## src/rtl/bms_consts.svh

```systemverilog
// Timing constants of the ballast mode and strike timer.
`ifndef BMS_CONSTS_SVH
`define BMS_CONSTS_SVH

// ----------------------------------------------------------------------------
// System clock
// ----------------------------------------------------------------------------
`define BMS_CLK_HZ          50000000
`define BMS_CLK_PER_MS      (`BMS_CLK_HZ / 1000)
`define BMS_CLK_PER_US      (`BMS_CLK_HZ / 1000000)

// ----------------------------------------------------------------------------
// Strike timer time base
// ----------------------------------------------------------------------------
`define BMS_OSC_PERIOD_MS   666
`define BMS_OSC_DIV         128
`define BMS_TICK_CYCLES     (`BMS_OSC_PERIOD_MS * `BMS_CLK_PER_MS)

// ----------------------------------------------------------------------------
// Strike intervals and fault times
// ----------------------------------------------------------------------------
`define BMS_STRIKE_ON_MS    21000
`define BMS_STRIKE_OFF_MS   64000
`define BMS_STRIKE_FAULT_MS 787000
`define BMS_UV_FAULT_MS     197000
`define BMS_ON_TICKS        ((`BMS_STRIKE_ON_MS + `BMS_OSC_PERIOD_MS / 2) / `BMS_OSC_PERIOD_MS)
`define BMS_FAULT_TICKS     (`BMS_STRIKE_FAULT_MS / `BMS_OSC_PERIOD_MS)
`define BMS_UV_TICKS        (`BMS_UV_FAULT_MS / `BMS_OSC_PERIOD_MS)

// ----------------------------------------------------------------------------
// Bridge dead time
// ----------------------------------------------------------------------------
`define BMS_DEAD_NS         1000
`define BMS_DEAD_CYCLES     ((`BMS_DEAD_NS * `BMS_CLK_PER_US + 999) / 1000)

`endif

```

## src/rtl/bms_pkg.sv

```systemverilog
// Types shared by the ballast mode and strike timer.
package bms_pkg;

  // --------------------------------------------------------------------------
  // Operating modes
  // --------------------------------------------------------------------------
  typedef enum logic [1:0] {
    bms_lockout,
    bms_ignite,
    bms_run,
    bms_fault
  } bms_mode_t;

endpackage : bms_pkg

```

## src/rtl/bms_tick_if.sv

```systemverilog
// Carrier between the mode logic and the strike time base divider.
`timescale 1ns/1ps
`default_nettype none

interface bms_tick_if;
  logic run;   // Time base runs while high, held cleared while low.
  logic tick;  // One-cycle pulse at each oscillator period.

  modport src  (input run, output tick);
  modport sink (output run, input tick);
endinterface : bms_tick_if

`default_nettype wire

```

## src/rtl/bms_tick_div.sv

```systemverilog
// Divider that turns the system clock into the strike oscillator tick.
`timescale 1ns/1ps
`default_nettype none

module bms_tick_div #(
  parameter int unsigned TICK_CYCLES = 33300000
) (
  input  wire logic  clk,
  input  wire logic  arst_n,
  bms_tick_if.src    tb
);

  localparam int unsigned W = $clog2(TICK_CYCLES + 1);
  localparam logic [W-1:0] LAST = W'(TICK_CYCLES - 1);

  logic [W-1:0] cnt_reg;
  logic [W-1:0] cnt_next;
  logic         tick_reg;
  logic         wrap;

  // ----------------------------------------------------------------------------
  // Count and wrap
  // ----------------------------------------------------------------------------
  // Holding the count at zero while stopped keeps the first period whole.
  assign wrap     = tb.run && (cnt_reg == LAST);
  assign cnt_next = (!tb.run || wrap) ? '0 : cnt_reg + W'(1);
  assign tb.tick  = tick_reg;

  // Counter and tick flops.
  always_ff @(posedge clk or negedge arst_n)
  begin
    if (!arst_n)
    begin
      cnt_reg  <= '0;
      tick_reg <= 1'b0;
    end
    else
    begin
      cnt_reg  <= cnt_next;
      tick_reg <= wrap;
    end
  end

endmodule : bms_tick_div

`default_nettype wire

```

## src/rtl/bms_mode_timer.sv

```systemverilog
// Mode sequencer, strike timer and bridge phase logic of the ballast controller.
`timescale 1ns/1ps
`default_nettype none
`include "bms_consts.svh"

// Operation
// - The strike timer starts counting only when the controller first enters ignition mode.
// - The strike time base is an oscillator tick of about 666 ms, divided by 128 into one on/off cycle.
// - While the lamp is unlit the strike gate is high for about 21 s, then low for about 64 s, repeating.
// - After about 787 s of striking without ignition the controller enters fault mode and latches off.
// - When lamp voltage drops below the lamp high threshold the lamp counts as lit, the timer stops, the gate is low.
// - Lockout ends only with supply at its start threshold and fault clear low; then the bridge starts.
// - In supply lockout the bridge outputs and the buck are off.
// - In supply lockout the strike timer and its clock stop, counters are cleared and the fault latch clears.
// - In general mode the comparators choose the state, which gates the buck, counts faults or shuts down.
module bms_mode_timer
  import bms_pkg::*;
#(
  parameter int unsigned TICK_CYCLES = `BMS_TICK_CYCLES,
  parameter int unsigned DEAD_CYCLES = `BMS_DEAD_CYCLES
) (
  input  wire logic clk,
  input  wire logic arst_n,
  input  wire logic supply_start_threshold,
  input  wire logic fault_clear_hi_in,
  input  wire logic lamp_volt_hi_in,
  input  wire logic lamp_volt_lo_in,
  input  wire logic lamp_volt_limit_in,
  input  wire logic lamp_amp_in,
  input  wire logic bridge_osc_cap,
  output logic      strike_gate_out,
  output logic      bridge_hi1_drive,
  output logic      bridge_lo1_drive,
  output logic      bridge_hi2_drive,
  output logic      bridge_lo2_drive,
  output logic      buck_drive_en,
  output logic      supply_lockout_mode,
  output logic      fault_mode,
  output logic      lamp_ignited
);

  localparam int   NSYNC     = 7;
  localparam int   DW        = $clog2(DEAD_CYCLES + 1);
  localparam logic [6:0]  ON_TICKS    = 7'(`BMS_ON_TICKS);
  localparam logic [10:0] FAULT_TICKS = 11'(`BMS_FAULT_TICKS);
  localparam logic [10:0] UV_TICKS    = 11'(`BMS_UV_TICKS);
  localparam logic [DW-1:0] DEAD_LOAD = DW'(DEAD_CYCLES);

  // ----------------------------------------------------------------------------
  // Input synchronisers
  // ----------------------------------------------------------------------------
  logic [NSYNC-1:0] raw_in;
  logic [NSYNC-1:0] sync1_reg;
  logic [NSYNC-1:0] sync2_reg;
  logic             osc_prev_reg;

  assign raw_in = {bridge_osc_cap, lamp_amp_in, lamp_volt_limit_in, lamp_volt_lo_in,
                   lamp_volt_hi_in, fault_clear_hi_in, supply_start_threshold};

  // Two flops per input, plus a third on the oscillator input; the logic reads the second stage and that third flop.
  always_ff @(posedge clk or negedge arst_n)
  begin
    if (!arst_n)
    begin
      sync1_reg    <= '0;
      sync2_reg    <= '0;
      osc_prev_reg <= 1'b0;
    end
    else
    begin
      sync1_reg    <= raw_in;
      sync2_reg    <= sync1_reg;
      osc_prev_reg <= sync2_reg[6];
    end
  end

  logic s_supply;
  logic s_clear_hi;
  logic s_volt_hi;
  logic s_volt_lo;
  logic s_volt_lim;
  logic s_amp;
  logic osc_edge;

  assign s_supply   = sync2_reg[0];
  assign s_clear_hi = sync2_reg[1];
  assign s_volt_hi  = sync2_reg[2];
  assign s_volt_lo  = sync2_reg[3];
  assign s_volt_lim = sync2_reg[4];
  assign s_amp      = sync2_reg[5];
  assign osc_edge   = sync2_reg[6] && !osc_prev_reg;

  // ----------------------------------------------------------------------------
  // Time base
  // ----------------------------------------------------------------------------
  bms_mode_t mode_reg;
  bms_mode_t mode_next;
  logic      tick;
  logic      active;

  bms_tick_if tb_if ();

  assign active    = (mode_reg == bms_ignite) || (mode_reg == bms_run);
  assign tb_if.run = active;
  assign tick      = tb_if.tick;

  bms_tick_div #(
    .TICK_CYCLES (TICK_CYCLES)
  ) u_tick_div (
    .clk    (clk),
    .arst_n (arst_n),
    .tb     (tb_if.src)
  );

  // ----------------------------------------------------------------------------
  // Strike and fault counters
  // ----------------------------------------------------------------------------
  logic [6:0]  phase_reg;
  logic [6:0]  phase_next;
  logic [10:0] strike_reg;
  logic [10:0] strike_next;
  logic [10:0] uv_reg;
  logic [10:0] uv_next;
  logic        strike_tick;
  logic        strike_timeout;
  logic        uv_timeout;

  // The phase counter wraps at 128 ticks, which forms one on plus off cycle.
  assign strike_tick    = (mode_reg == bms_ignite) && tick;
  assign phase_next     = !active ? '0 : (strike_tick ? phase_reg + 7'd1 : phase_reg);
  assign strike_next    = !active ? '0 : (strike_tick ? strike_reg + 11'd1 : strike_reg);
  assign strike_timeout = strike_tick && (strike_reg == FAULT_TICKS - 11'd1);

  // Under-voltage time is counted only while lit and low, and forgiven once it recovers.
  assign uv_next    = (mode_reg != bms_run || !s_volt_lo) ? '0 :
                      (tick ? uv_reg + 11'd1 : uv_reg);
  assign uv_timeout = (mode_reg == bms_run) && s_volt_lo && tick &&
                      (uv_reg == UV_TICKS - 11'd1);

  // ----------------------------------------------------------------------------
  // Mode sequencer
  // ----------------------------------------------------------------------------
  // Loss of supply overrides every mode, since lockout acts as the reset of the sequencer.
  always_comb
  begin
    mode_next = mode_reg;
    if (!s_supply)
    begin
      mode_next = bms_lockout;
    end
    else
    begin
      case (mode_reg)
        bms_lockout:
        begin
          if (!s_clear_hi)
            mode_next = bms_ignite;
        end
        bms_ignite:
        begin
          if (!s_volt_hi)
            mode_next = bms_run;
          else if (strike_timeout)
            mode_next = bms_fault;
        end
        bms_run:
        begin
          if (uv_timeout)
            mode_next = bms_fault;
          else if (s_volt_hi)
            mode_next = bms_ignite;
        end
        bms_fault:
        begin
          if (s_clear_hi)
            mode_next = bms_lockout;
        end
        default:
        begin
          mode_next = bms_lockout;
        end
      endcase
    end
  end

  // ----------------------------------------------------------------------------
  // Bridge phase and dead time
  // ----------------------------------------------------------------------------
  logic          bphase_reg;
  logic          bphase_next;
  logic [DW-1:0] dead_reg;
  logic [DW-1:0] dead_next;
  logic          in_dead;

  // Each rising oscillator edge flips the diagonal pair and opens a fresh dead time.
  assign bphase_next = !active ? 1'b0 : (osc_edge ? !bphase_reg : bphase_reg);
  assign dead_next   = !active ? DEAD_LOAD :
                       (osc_edge ? DEAD_LOAD : (dead_reg != '0 ? dead_reg - DW'(1) : dead_reg));
  assign in_dead     = (dead_reg != '0) || osc_edge;

  // ----------------------------------------------------------------------------
  // Output decode
  // ----------------------------------------------------------------------------
  logic drive_ok;
  logic gate_next;
  logic buck_next;

  // The strike gate is held low during dead time so an ignition pulse never hits a floating bridge.
  assign drive_ok  = (mode_next == bms_ignite || mode_next == bms_run) && active && !in_dead;
  assign gate_next = (mode_next == bms_ignite) && (mode_reg == bms_ignite) && !in_dead &&
                     (phase_next < ON_TICKS);
  assign buck_next = (mode_next == bms_ignite || mode_next == bms_run) &&
                     !s_volt_lim && !s_amp;

  // ----------------------------------------------------------------------------
  // State and output flops
  // ----------------------------------------------------------------------------
  always_ff @(posedge clk or negedge arst_n)
  begin
    if (!arst_n)
    begin
      mode_reg   <= bms_lockout;
      phase_reg  <= '0;
      strike_reg <= '0;
      uv_reg     <= '0;
      bphase_reg <= 1'b0;
      dead_reg   <= DEAD_LOAD;
    end
    else
    begin
      mode_reg   <= mode_next;
      phase_reg  <= phase_next;
      strike_reg <= strike_next;
      uv_reg     <= uv_next;
      bphase_reg <= bphase_next;
      dead_reg   <= dead_next;
    end
  end

  // Every output is a flop, so pins never glitch on decode hazards.
  always_ff @(posedge clk or negedge arst_n)
  begin
    if (!arst_n)
    begin
      strike_gate_out     <= 1'b0;
      bridge_hi1_drive    <= 1'b0;
      bridge_lo1_drive    <= 1'b0;
      bridge_hi2_drive    <= 1'b0;
      bridge_lo2_drive    <= 1'b0;
      buck_drive_en       <= 1'b0;
      supply_lockout_mode <= 1'b1;
      fault_mode          <= 1'b0;
      lamp_ignited        <= 1'b0;
    end
    else
    begin
      strike_gate_out     <= gate_next;
      bridge_hi1_drive    <= drive_ok && bphase_next;
      bridge_lo1_drive    <= drive_ok && !bphase_next;
      bridge_hi2_drive    <= drive_ok && !bphase_next;
      bridge_lo2_drive    <= drive_ok && bphase_next;
      buck_drive_en       <= buck_next;
      supply_lockout_mode <= (mode_next == bms_lockout);
      fault_mode          <= (mode_next == bms_fault);
      lamp_ignited        <= (mode_next == bms_run);
    end
  end

endmodule : bms_mode_timer

`default_nettype wire

```

## config.mk

```make
export PLATFORM = sky130hd
export DESIGN_NAME = bms_mode_timer
export DESIGN_NICKNAME = d
export VERILOG_FILES = /design/src/rtl/bms_pkg.sv /design/src/rtl/bms_tick_if.sv /design/src/rtl/bms_tick_div.sv /design/src/rtl/bms_mode_timer.sv
export VERILOG_INCLUDE_DIRS = /design/src /design/src/rtl
export SDC_FILE = /design/constraint.sdc
export NUM_CORES = 1
export LEC_CHECK = 0
export BUFFER_PORTS_ARGS = -buffer_cell sky130_fd_sc_hd__buf_2
export CAP_MARGIN = 10
export CORE_MARGIN = 2
export CORE_UTILIZATION = 66
export CTS_BUF_LIST = sky130_fd_sc_hd__clkbuf_8
export DETAILED_ROUTE_END_ITERATION = 16
export GPL_ROUTABILITY_DRIVEN = 0
export GPL_TIMING_DRIVEN = 1
export PLACE_DENSITY = 0.81
export SYNTH_ARGS = -nofsm -noshare
export SYNTH_HDL_FRONTEND = slang
export SYNTH_SLANG_ARGS = --single-unit
```

## constraint.sdc

```tcl
create_clock -name clk -period 4.5 [get_ports clk]
set_clock_uncertainty 0.15 [all_clocks]
set_input_delay 0.675 -clock clk [delete_from_list [all_inputs] [get_ports clk]]
set_output_delay 0.675 -clock clk [all_outputs]
set_load 0.02 [all_outputs]
```

==> run_summary.xml, run 1 <==
<?xml version="1.0" encoding="UTF-8"?>
<metrics>
  <group name="run">
    <metric name="max_cap_violations" unit="">0</metric>
  </group>
  <group name="clock_tree">
    <metric name="cts-root-to-sink-buffers" unit="">2</metric>
    <metric name="cts-htree-levels" unit="">3</metric>
    <metric name="clk-insertion-delay-late" unit="ns">0.36</metric>
    <metric name="cts_num_sinks" unit="">86</metric>
    <metric name="clkTransAtPathRegs" unit="ns">0.08</metric>
    <metric name="postCtsSetupBuffers" unit="">0</metric>
    <metric name="numCtsBuffers" unit="">9</metric>
    <metric name="cts_resized" unit="">0</metric>
    <metric name="cts_tree" unit="">yes</metric>
    <metric name="clockRootBuffer" unit="">sky130_fd_sc_hd__clkbuf_8</metric>
    <metric name="number_of_hold_repair_buffers_added_at_the_cts_stage" unit="">0</metric>
  </group>
  <group name="yosys">
    <metric name="synthSimpleGateAreaFrac" unit="">0.240</metric>
    <metric name="synth.area.mux_share" unit="">0.0171</metric>
    <metric name="synth-seq-area-share" unit="">0.518</metric>
    <metric name="synth_enable_flop_cells" unit="">0</metric>
    <metric name="synth.yosys.warnings" unit="">0</metric>
    <metric name="synthArstFlopShare" unit="">1.00</metric>
    <metric name="main_combinational_cell_family_by_area_after_synthesis" unit="">simple AND/OR/NAND/NOR gates</metric>
    <metric name="synth_compound_area_frac" unit="">0.0875</metric>
    <metric name="ys.flop_type" unit="">sky130_fd_sc_hd__dfrtp_1</metric>
    <metric name="synth_adder_area_share" unit="">0.0451</metric>
    <metric name="synth_xor_area_frac" unit="">0.0568</metric>
    <metric name="synth-seq-cells" unit="">86</metric>
    <metric name="synth_cell_type_count" unit="">53</metric>
    <metric name="post_synth.cell_area_avg" unit="sq um">10.2</metric>
    <metric name="postSynthCellCount" unit="">408</metric>
    <metric name="postSynthNetCount" unit="">432</metric>
    <metric name="mappedNetlistArea" unit="sq mm">0.00416</metric>
  </group>
  <group name="sta">
    <metric name="slew_hr" unit="">0.307</metric>
    <metric name="finalHoldViolCount" unit="">0</metric>
    <metric name="fin_setup_tns" unit="ns">0</metric>
    <metric name="timing.final.crit_share" unit="">0.649</metric>
    <metric name="setup_repair_after_global_routing_missed_its_margin" unit="">no</metric>
    <metric name="worst_pin_slew" unit="ns">1.04</metric>
    <metric name="fmax" unit="GHz">0.343</metric>
    <metric name="drv_slew" unit="">0</metric>
    <metric name="post-route-min-period" unit="ns">2.92</metric>
    <metric name="finalSetupViolations" unit="">0</metric>
  </group>
  <group name="power_and_ir_drop">
    <metric name="swShare" unit="">0.331</metric>
    <metric name="power.share.clock" unit="">0.307</metric>
    <metric name="p_leak" unit="nW">1.86</metric>
    <metric name="total_switching_power" unit="uW">671</metric>
    <metric name="power.density" unit="mW/mm^2">450</metric>
    <metric name="pwr-share-comb" unit="">0.255</metric>
    <metric name="p_int" unit="mW">1.35</metric>
    <metric name="post-layout-total-power" unit="mW">2.03</metric>
    <metric name="seq_power_share" unit="">0.438</metric>
    <metric name="vdd.ir_drop.worst" unit="uV">320</metric>
  </group>
  <group name="place">
    <metric name="dpl.hpwl" unit="mm">5.55</metric>
    <metric name="port_buffers" unit="">17</metric>
    <metric name="placedInstanceArea" unit="sq mm">0.00428</metric>
  </group>
  <group name="final_layout">
    <metric name="mostFrequentLayoutCell" unit="">sky130_fd_sc_hd__dfrtp_1</metric>
    <metric name="finalInstanceArea" unit="sq mm">0.00451</metric>
    <metric name="diodes" unit="">0</metric>
    <metric name="mostFrequentLayoutCells" unit="">sky130_fd_sc_hd__dfrtp_1, sky130_fd_sc_hd__nand2_1, sky130_fd_sc_hd__nor2_1</metric>
    <metric name="area_growth_syn_to_layout" unit="%">8.30</metric>
    <metric name="layout-drive-gt1-share" unit="">0.104</metric>
    <metric name="largest_register_ff_count" unit="">25</metric>
    <metric name="layout.core_utilization" unit="">0.752</metric>
    <metric name="post_layout_net_count" unit="">444</metric>
  </group>
  <group name="worst_setup_path">
    <metric name="critical_path_arrival" unit="ns">3.03</metric>
    <metric name="critPathLaunchType" unit="">register</metric>
    <metric name="crit_path_top_delay_cell" unit="">sky130_fd_sc_hd__nor4_1</metric>
    <metric name="timing.critical_path.required" unit="ns">4.61</metric>
    <metric name="worstPathCellList" unit="">inv_1 -&gt; ha_1 -&gt; nand2_1 -&gt; nor4_1 -&gt; o21ai_1 -&gt; a31o_1 -&gt; ha_1 -&gt; nor4b_1</metric>
    <metric name="startpoint" unit="">mode_reg[0]</metric>
    <metric name="cpPeakStageDelay" unit="ns">0.51</metric>
    <metric name="crit_top_cell" unit="">sky130_fd_sc_hd__ha_1</metric>
    <metric name="rr_startpoint" unit="">mode_reg[0]</metric>
    <metric name="worst_setup_path_end_kind" unit="">register</metric>
    <metric name="path_class" unit="">reg2reg</metric>
    <metric name="timing.critical_path.fanout_max" unit="">12</metric>
  </group>
  <group name="global_route">
    <metric name="pin_count_of_the_biggest_net_entering_global_routing" unit="">87</metric>
    <metric name="first_pass_grt_wire_length" unit="mm">14.2</metric>
    <metric name="grt.overflow.total" unit="">0</metric>
    <metric name="grt_util_all_layers" unit="">0.255</metric>
    <metric name="grt_pass1_vias" unit="">3072</metric>
    <metric name="antenna_found_initial" unit="">0</metric>
  </group>
  <group name="routing">
    <metric name="avgRoutedWirePerCell" unit="microns">16.2</metric>
    <metric name="route.detailed.drc" unit="">0</metric>
    <metric name="dr.pass1.iters" unit="">6</metric>
    <metric name="route.detailed.vias_per_inst" unit="">6.19</metric>
    <metric name="detail_route.iter0.violations" unit="">251</metric>
    <metric name="antenna_left" unit="">0</metric>
    <metric name="via_count" unit="">3089</metric>
    <metric name="routed_wirelength" unit="mm">8.09</metric>
  </group>
  <group name="die">
    <metric name="dieArea" unit="sq mm">0.00695</metric>
    <metric name="die_height" unit="microns">83.4</metric>
    <metric name="die_width" unit="microns">83.4</metric>
    <metric name="start_util" unit="">0.694</metric>
    <metric name="rows" unit="">28</metric>
    <metric name="top_level_ports" unit="">18</metric>
    <metric name="placeableCoreArea" unit="sq mm">0.00599</metric>
  </group>
  <group name="run_status">
    <metric name="status" unit="">finished clean</metric>
  </group>
  <group name="worst_hold_path">
    <metric name="holdCritPathClass" unit="">reg2reg</metric>
    <metric name="holdCritStartpoint" unit="">sync1_reg[5]</metric>
  </group>
</metrics>
## worst max-delay path: cells and delay by family (launching register included)
| family | cells | cell delay [ns] |
|---|---|---|
| flops | 1 | 0.43 |
| buf+inv | 1 | 0.14 |
| fa+ha+maj | 2 | 0.59 |
| compound gates | 2 | 0.43 |
| simple gates | 3 | 1.09 |
## layout make-up
class | count | area, sq um
Timing Repair Buffer | 18 | 95.1
Clock buffer | 9 | 124
Clock inverter | 6 | 105
Multi-Input combinational cell | 289 | 1870
Fill cell | 406 | 1490
Tap cell | 75 | 93.8
Inverter | 16 | 60.1
Sequential cell | 86 | 2160
## power by group through the flow
stage | Sequential (mW) | Combinational [mW] | Clock, mW
4_1_cts | 0.887 | 0.517 | 0.634
6_report | 0.887 | 0.517 | 0.622
2_1_floorplan | 0.905 | 0.365 | 0
3_5_place_dp | 0.902 | 0.519 | 0
5_1_grt | 0.895 | 0.579 | 0.665
3_3_place_gp | 0.896 | 0.493 | 0
## Yosys cell counts (all sizes together) (3+ instances only)
library cell  instances  area share
or4                  10       0.021
xor2                 16       0.034
nand2                39       0.035
inv                  15       0.014
o21ai                19       0.023
mux2i                 6       0.014
ha                   15       0.045
a21oi                16       0.021
nor3                 17       0.020
dfstp                 4       0.025
and4                  5       0.011
or3                   8       0.012
buf                   8       0.012
and3                  3      0.0045
nor4                 10       0.015
o31ai                 9       0.016
nand4                14       0.025
clkbuf                9      0.0081
nor2                 35       0.032
or2                   3      0.0045
nand3                21       0.025
dfrtp                82        0.49
a211o                 3      0.0063
nor2b                 4      0.0060
xnor2                11       0.023
## kinds of logic (layout without fill, tap and decap cells)
family / count (synthesis) / after routing
buf+inv: 33 / 49
flops: 86 / 86
xor+xnor: 27 / 27
fa+ha+maj: 15 / 15
compound gates: 56 / 56
mux: 7 / 7
simple gates: 184 / 184
## layer usage
| layer | track usage | share of wire | vias to the layer above |
|---|---|---|---|
| li1 | - | - | 1487 |
| met1 | 0.346 | 0.45 | 1513 |
| met2 | 0.391 | 0.49 | 72 |
| met3 | 0.0746 | 0.040 | 17 |
| met4 | 0.0984 | 0.020 | 0 |
| met5 | 0 | 0 | - |
## metrics by stage
stage          setup slack [ns]  hold slack [ns]  std cells
2_1_floorplan              1.94            0.181        408
3_3_place_gp               1.81            0.182        484
3_5_place_dp               1.68            0.187        484
4_1_cts                    1.66            0.206        499
5_1_grt                    1.35            0.213        499
6_report                   1.58            0.203        499
## path summary, 6_finish.rpt
check                                               to  slack [ns]  cells after the start
min in group asynchronous                    uv_reg[2]        0.34                      1
worst max-delay path                  bridge_lo2_drive        1.58                      8
worst max register to register        bridge_lo2_drive        1.58                      8
worst min register to register            sync2_reg[5]        0.20                      0
max in group asynchronous       u_tick_div.cnt_reg[20]        3.18                      1
worst min-delay path                      sync2_reg[5]        0.20                      0
Note: power is estimated with default switching activity, not from simulation.
==> run 2: changes to the inputs <==
--- a/config.mk
+++ b/config.mk
@@ -9,12 +9,12 @@
 export BUFFER_PORTS_ARGS = -buffer_cell sky130_fd_sc_hd__buf_2
 export CAP_MARGIN = 10
 export CORE_MARGIN = 2
-export CORE_UTILIZATION = 66
+export CORE_UTILIZATION = 57
 export CTS_BUF_LIST = sky130_fd_sc_hd__clkbuf_8
 export DETAILED_ROUTE_END_ITERATION = 16
 export GPL_ROUTABILITY_DRIVEN = 0
 export GPL_TIMING_DRIVEN = 1
-export PLACE_DENSITY = 0.81
+export PLACE_DENSITY = 0.74
 export SYNTH_ARGS = -nofsm -noshare
 export SYNTH_HDL_FRONTEND = slang
 export SYNTH_SLANG_ARGS = --single-unit
==> constraint.sdc (replaced) <==
create_clock -name clk -period 2.5 [get_ports clk]
set_clock_uncertainty 0.15 [all_clocks]
set_input_delay 0.375 -clock clk [delete_from_list [all_inputs] [get_ports clk]]
set_output_delay 0.375 -clock clk [all_outputs]
set_load 0.02 [all_outputs]
==> run 2 against run 1 <==
Register-to-register slack got worse by 1.6 ns. Total power increased by 90%. Combinational power increased by 140%. Sequential cell count unchanged. Via count increased by 2.5%. Routed wire length decreased by 0.67%. Maximum frequency increased by 17%.
==> run_summary.xml, run 2 (synthesized netlist as in run 1, its figures left out) <==
<?xml version="1.0" encoding="UTF-8"?>
<metrics>
  <group name="sta">
    <metric name="timing.final.crit_share" unit="">0.998</metric>
    <metric name="fmax" unit="GHz">0.401</metric>
    <metric name="setup_repair_after_global_routing_missed_its_margin" unit="">yes</metric>
    <metric name="finalHoldViolCount" unit="">0</metric>
    <metric name="drv_slew" unit="">0</metric>
    <metric name="post-route-min-period" unit="ns">2.49</metric>
    <metric name="finalWorstSetupSlack" unit="ns">0.00556</metric>
    <metric name="slew_hr" unit="">0.698</metric>
    <metric name="worst_pin_slew" unit="ns">0.452</metric>
    <metric name="finalSetupViolations" unit="">0</metric>
    <metric name="hold_ws" unit="ns">0.204</metric>
  </group>
  <group name="clock_tree">
    <metric name="clockRootBuffer" unit="">sky130_fd_sc_hd__clkbuf_8</metric>
    <metric name="cts-htree-levels" unit="">3</metric>
    <metric name="cts_num_sinks" unit="">86</metric>
    <metric name="clkTransAtPathRegs" unit="ns">0.09</metric>
    <metric name="numCtsBuffers" unit="">9</metric>
    <metric name="clk-insertion-delay-late" unit="ns">0.36</metric>
    <metric name="cts-root-to-sink-buffers" unit="">2</metric>
    <metric name="cts_tree" unit="">yes</metric>
  </group>
  <group name="die">
    <metric name="top_level_ports" unit="">18</metric>
    <metric name="die_height" unit="microns">89.4</metric>
    <metric name="rows" unit="">31</metric>
    <metric name="die_width" unit="microns">89.4</metric>
    <metric name="dieArea" unit="sq mm">0.00800</metric>
    <metric name="placeableCoreArea" unit="sq mm">0.00718</metric>
    <metric name="start_util" unit="">0.580</metric>
  </group>
  <group name="worst_setup_path">
    <metric name="timing.critical_path.required" unit="ns">2.63</metric>
    <metric name="worst_setup_path_end_kind" unit="">register</metric>
    <metric name="critical_path_arrival" unit="ns">2.62</metric>
    <metric name="timing.critical_path.fanout_max" unit="">3</metric>
    <metric name="path_class" unit="">reg2reg</metric>
    <metric name="critPathLaunchType" unit="">register</metric>
    <metric name="rr_startpoint" unit="">uv_reg[10]</metric>
    <metric name="startpoint" unit="">uv_reg[10]</metric>
  </group>
  <group name="place">
    <metric name="dpl.hpwl" unit="mm">5.31</metric>
    <metric name="placedInstanceArea" unit="sq mm">0.00453</metric>
    <metric name="port_buffers" unit="">17</metric>
    <metric name="place_worst_setup_slack" unit="ns">-0.0872</metric>
  </group>
  <group name="final_layout">
    <metric name="area_growth_syn_to_layout" unit="%">18.0</metric>
    <metric name="finalInstanceArea" unit="sq mm">0.00491</metric>
    <metric name="layout.core_utilization" unit="">0.684</metric>
    <metric name="final.fill_count" unit="">582</metric>
    <metric name="layout-drive-gt1-share" unit="">0.181</metric>
    <metric name="diodes" unit="">0</metric>
    <metric name="mostFrequentLayoutCells" unit="">sky130_fd_sc_hd__dfrtp_1, sky130_fd_sc_hd__nand2_1, sky130_fd_sc_hd__nor2_1</metric>
    <metric name="mostFrequentLayoutCell" unit="">sky130_fd_sc_hd__dfrtp_1</metric>
    <metric name="post_layout_net_count" unit="">484</metric>
    <metric name="largest_register_ff_count" unit="">25</metric>
  </group>
  <group name="routing">
    <metric name="detail_route.iter0.violations" unit="">191</metric>
    <metric name="avgRoutedWirePerCell" unit="microns">14.2</metric>
    <metric name="via_count" unit="">3166</metric>
    <metric name="route.detailed.drc" unit="">0</metric>
    <metric name="antenna_left" unit="">0</metric>
    <metric name="routed_wirelength" unit="mm">8.03</metric>
    <metric name="dr.pass1.iters" unit="">4</metric>
    <metric name="route.detailed.vias_per_inst" unit="">5.61</metric>
  </group>
  <group name="worst_hold_path">
    <metric name="holdCritStartpoint" unit="">sync1_reg[4]</metric>
    <metric name="holdCritPathClass" unit="">reg2reg</metric>
  </group>
  <group name="global_route">
    <metric name="antenna_found_initial" unit="">0</metric>
    <metric name="grt_util_all_layers" unit="">0.222</metric>
    <metric name="grt_pass1_vias" unit="">3076</metric>
    <metric name="grt.overflow.total" unit="">0</metric>
    <metric name="first_pass_grt_wire_length" unit="mm">13.7</metric>
    <metric name="pin_count_of_the_biggest_net_entering_global_routing" unit="">87</metric>
  </group>
  <group name="power_and_ir_drop">
    <metric name="power.density" unit="mW/mm^2">783</metric>
    <metric name="seq_power_share" unit="">0.411</metric>
    <metric name="pwr-share-comb" unit="">0.325</metric>
    <metric name="vdd.ir_drop.worst" unit="uV">532</metric>
    <metric name="p_int" unit="mW">2.50</metric>
    <metric name="post-layout-total-power" unit="mW">3.85</metric>
    <metric name="p_leak" unit="nW">2.09</metric>
    <metric name="power.share.clock" unit="">0.264</metric>
    <metric name="swShare" unit="">0.351</metric>
    <metric name="total_switching_power" unit="mW">1.35</metric>
  </group>
  <group name="run_status">
    <metric name="status" unit="">finished clean</metric>
  </group>
  <group name="run">
    <metric name="max_cap_violations" unit="">0</metric>
  </group>
</metrics>
==> run 2: changes by cell type in the layout (fill, tap and decap cells not counted), sizes merged <==
| cell | before | now |
|---|---|---|
| clkbuf | 9 | 10 |
| clkinv | 1 | 2 |
| bufinv | 3 | 1 |
| dlygate4sd3 | 0 | 8 |
| clkinvlp | 1 | 0 |
| buf | 18 | 50 |
| inv | 17 | 19 |
==> run 2: power by group through the flow <==
stage	Sequential (mW)	Combinational, mW	Clock, mW
after global routing	1.59	1.39	1.10
after global placement	1.60	1.10	0
after detailed placement	1.60	1.14	0
after floorplan	1.63	0.658	0
after CTS	1.58	1.18	1.05
final	1.58	1.25	1.02
==> run 2: final cells by class <==
class	instances	area [sq um]	share of cell area
Clock inverter	6	68.8	0.0140
Timing Repair Buffer	58	428	0.0871
Inverter	16	60.1	0.0122
Tap cell	99	124	0.0252
Multi-Input combinational cell	289	1940	0.394
Sequential cell	86	2160	0.439
Clock buffer	10	138	0.0280
==> run 2: worst paths after layout <==
path / end / slack, ns / cells after the start
worst min register to register: sync2_reg[4] / 0.20 / 0
max in group asynchronous: u_tick_div.cnt_reg[20] / 1.40 / 3
worst max register to register: bridge_lo2_drive / 0.006 / 7
worst max-delay path: bridge_lo2_drive / 0.006 / 7
worst min-delay path: sync2_reg[4] / 0.20 / 0
min in group asynchronous: uv_reg[3] / 0.43 / 3
==> run 2: stage by stage <==
stage	instances	TNS, ns
floorplan	408	0
global placement	536	-0.0127
detailed placement	536	-0.104
CTS	560	0
global route	564	-0.139
finish	564	0
==> run 2: worst max-delay path, stage by stage, from the launching register on <==
cell                      delay [ns]
sky130_fd_sc_hd__dfrtp_1        0.39
sky130_fd_sc_hd__or4b_4         0.56
sky130_fd_sc_hd__nor4_4         0.27
sky130_fd_sc_hd__buf_4          0.15
sky130_fd_sc_hd__o32a_1         0.18
sky130_fd_sc_hd__o311a_1        0.23
sky130_fd_sc_hd__ha_4           0.25
sky130_fd_sc_hd__nor4b_4        0.24
==> run 2: metal layers <==
metal  GRT usage  up-vias  routed length (microns)
li1            -     1555                        -
met1       0.294     1550                     3790
met2       0.357       46                     3870
met3      0.0554       15                      232
met4      0.0814        0                      143
met5           0        -                        0
==> run 2: what timing repair did <==
item                                   in CTS  in global routing
buffers inserted                            0                  4
hold buffers                                8                  0
resized for setup                           2                  7
endpoints found under the hold margin      89                  0
setup endpoints to repair                   2                  3
pin swaps                                   1                  8
cloned                                      0                  0
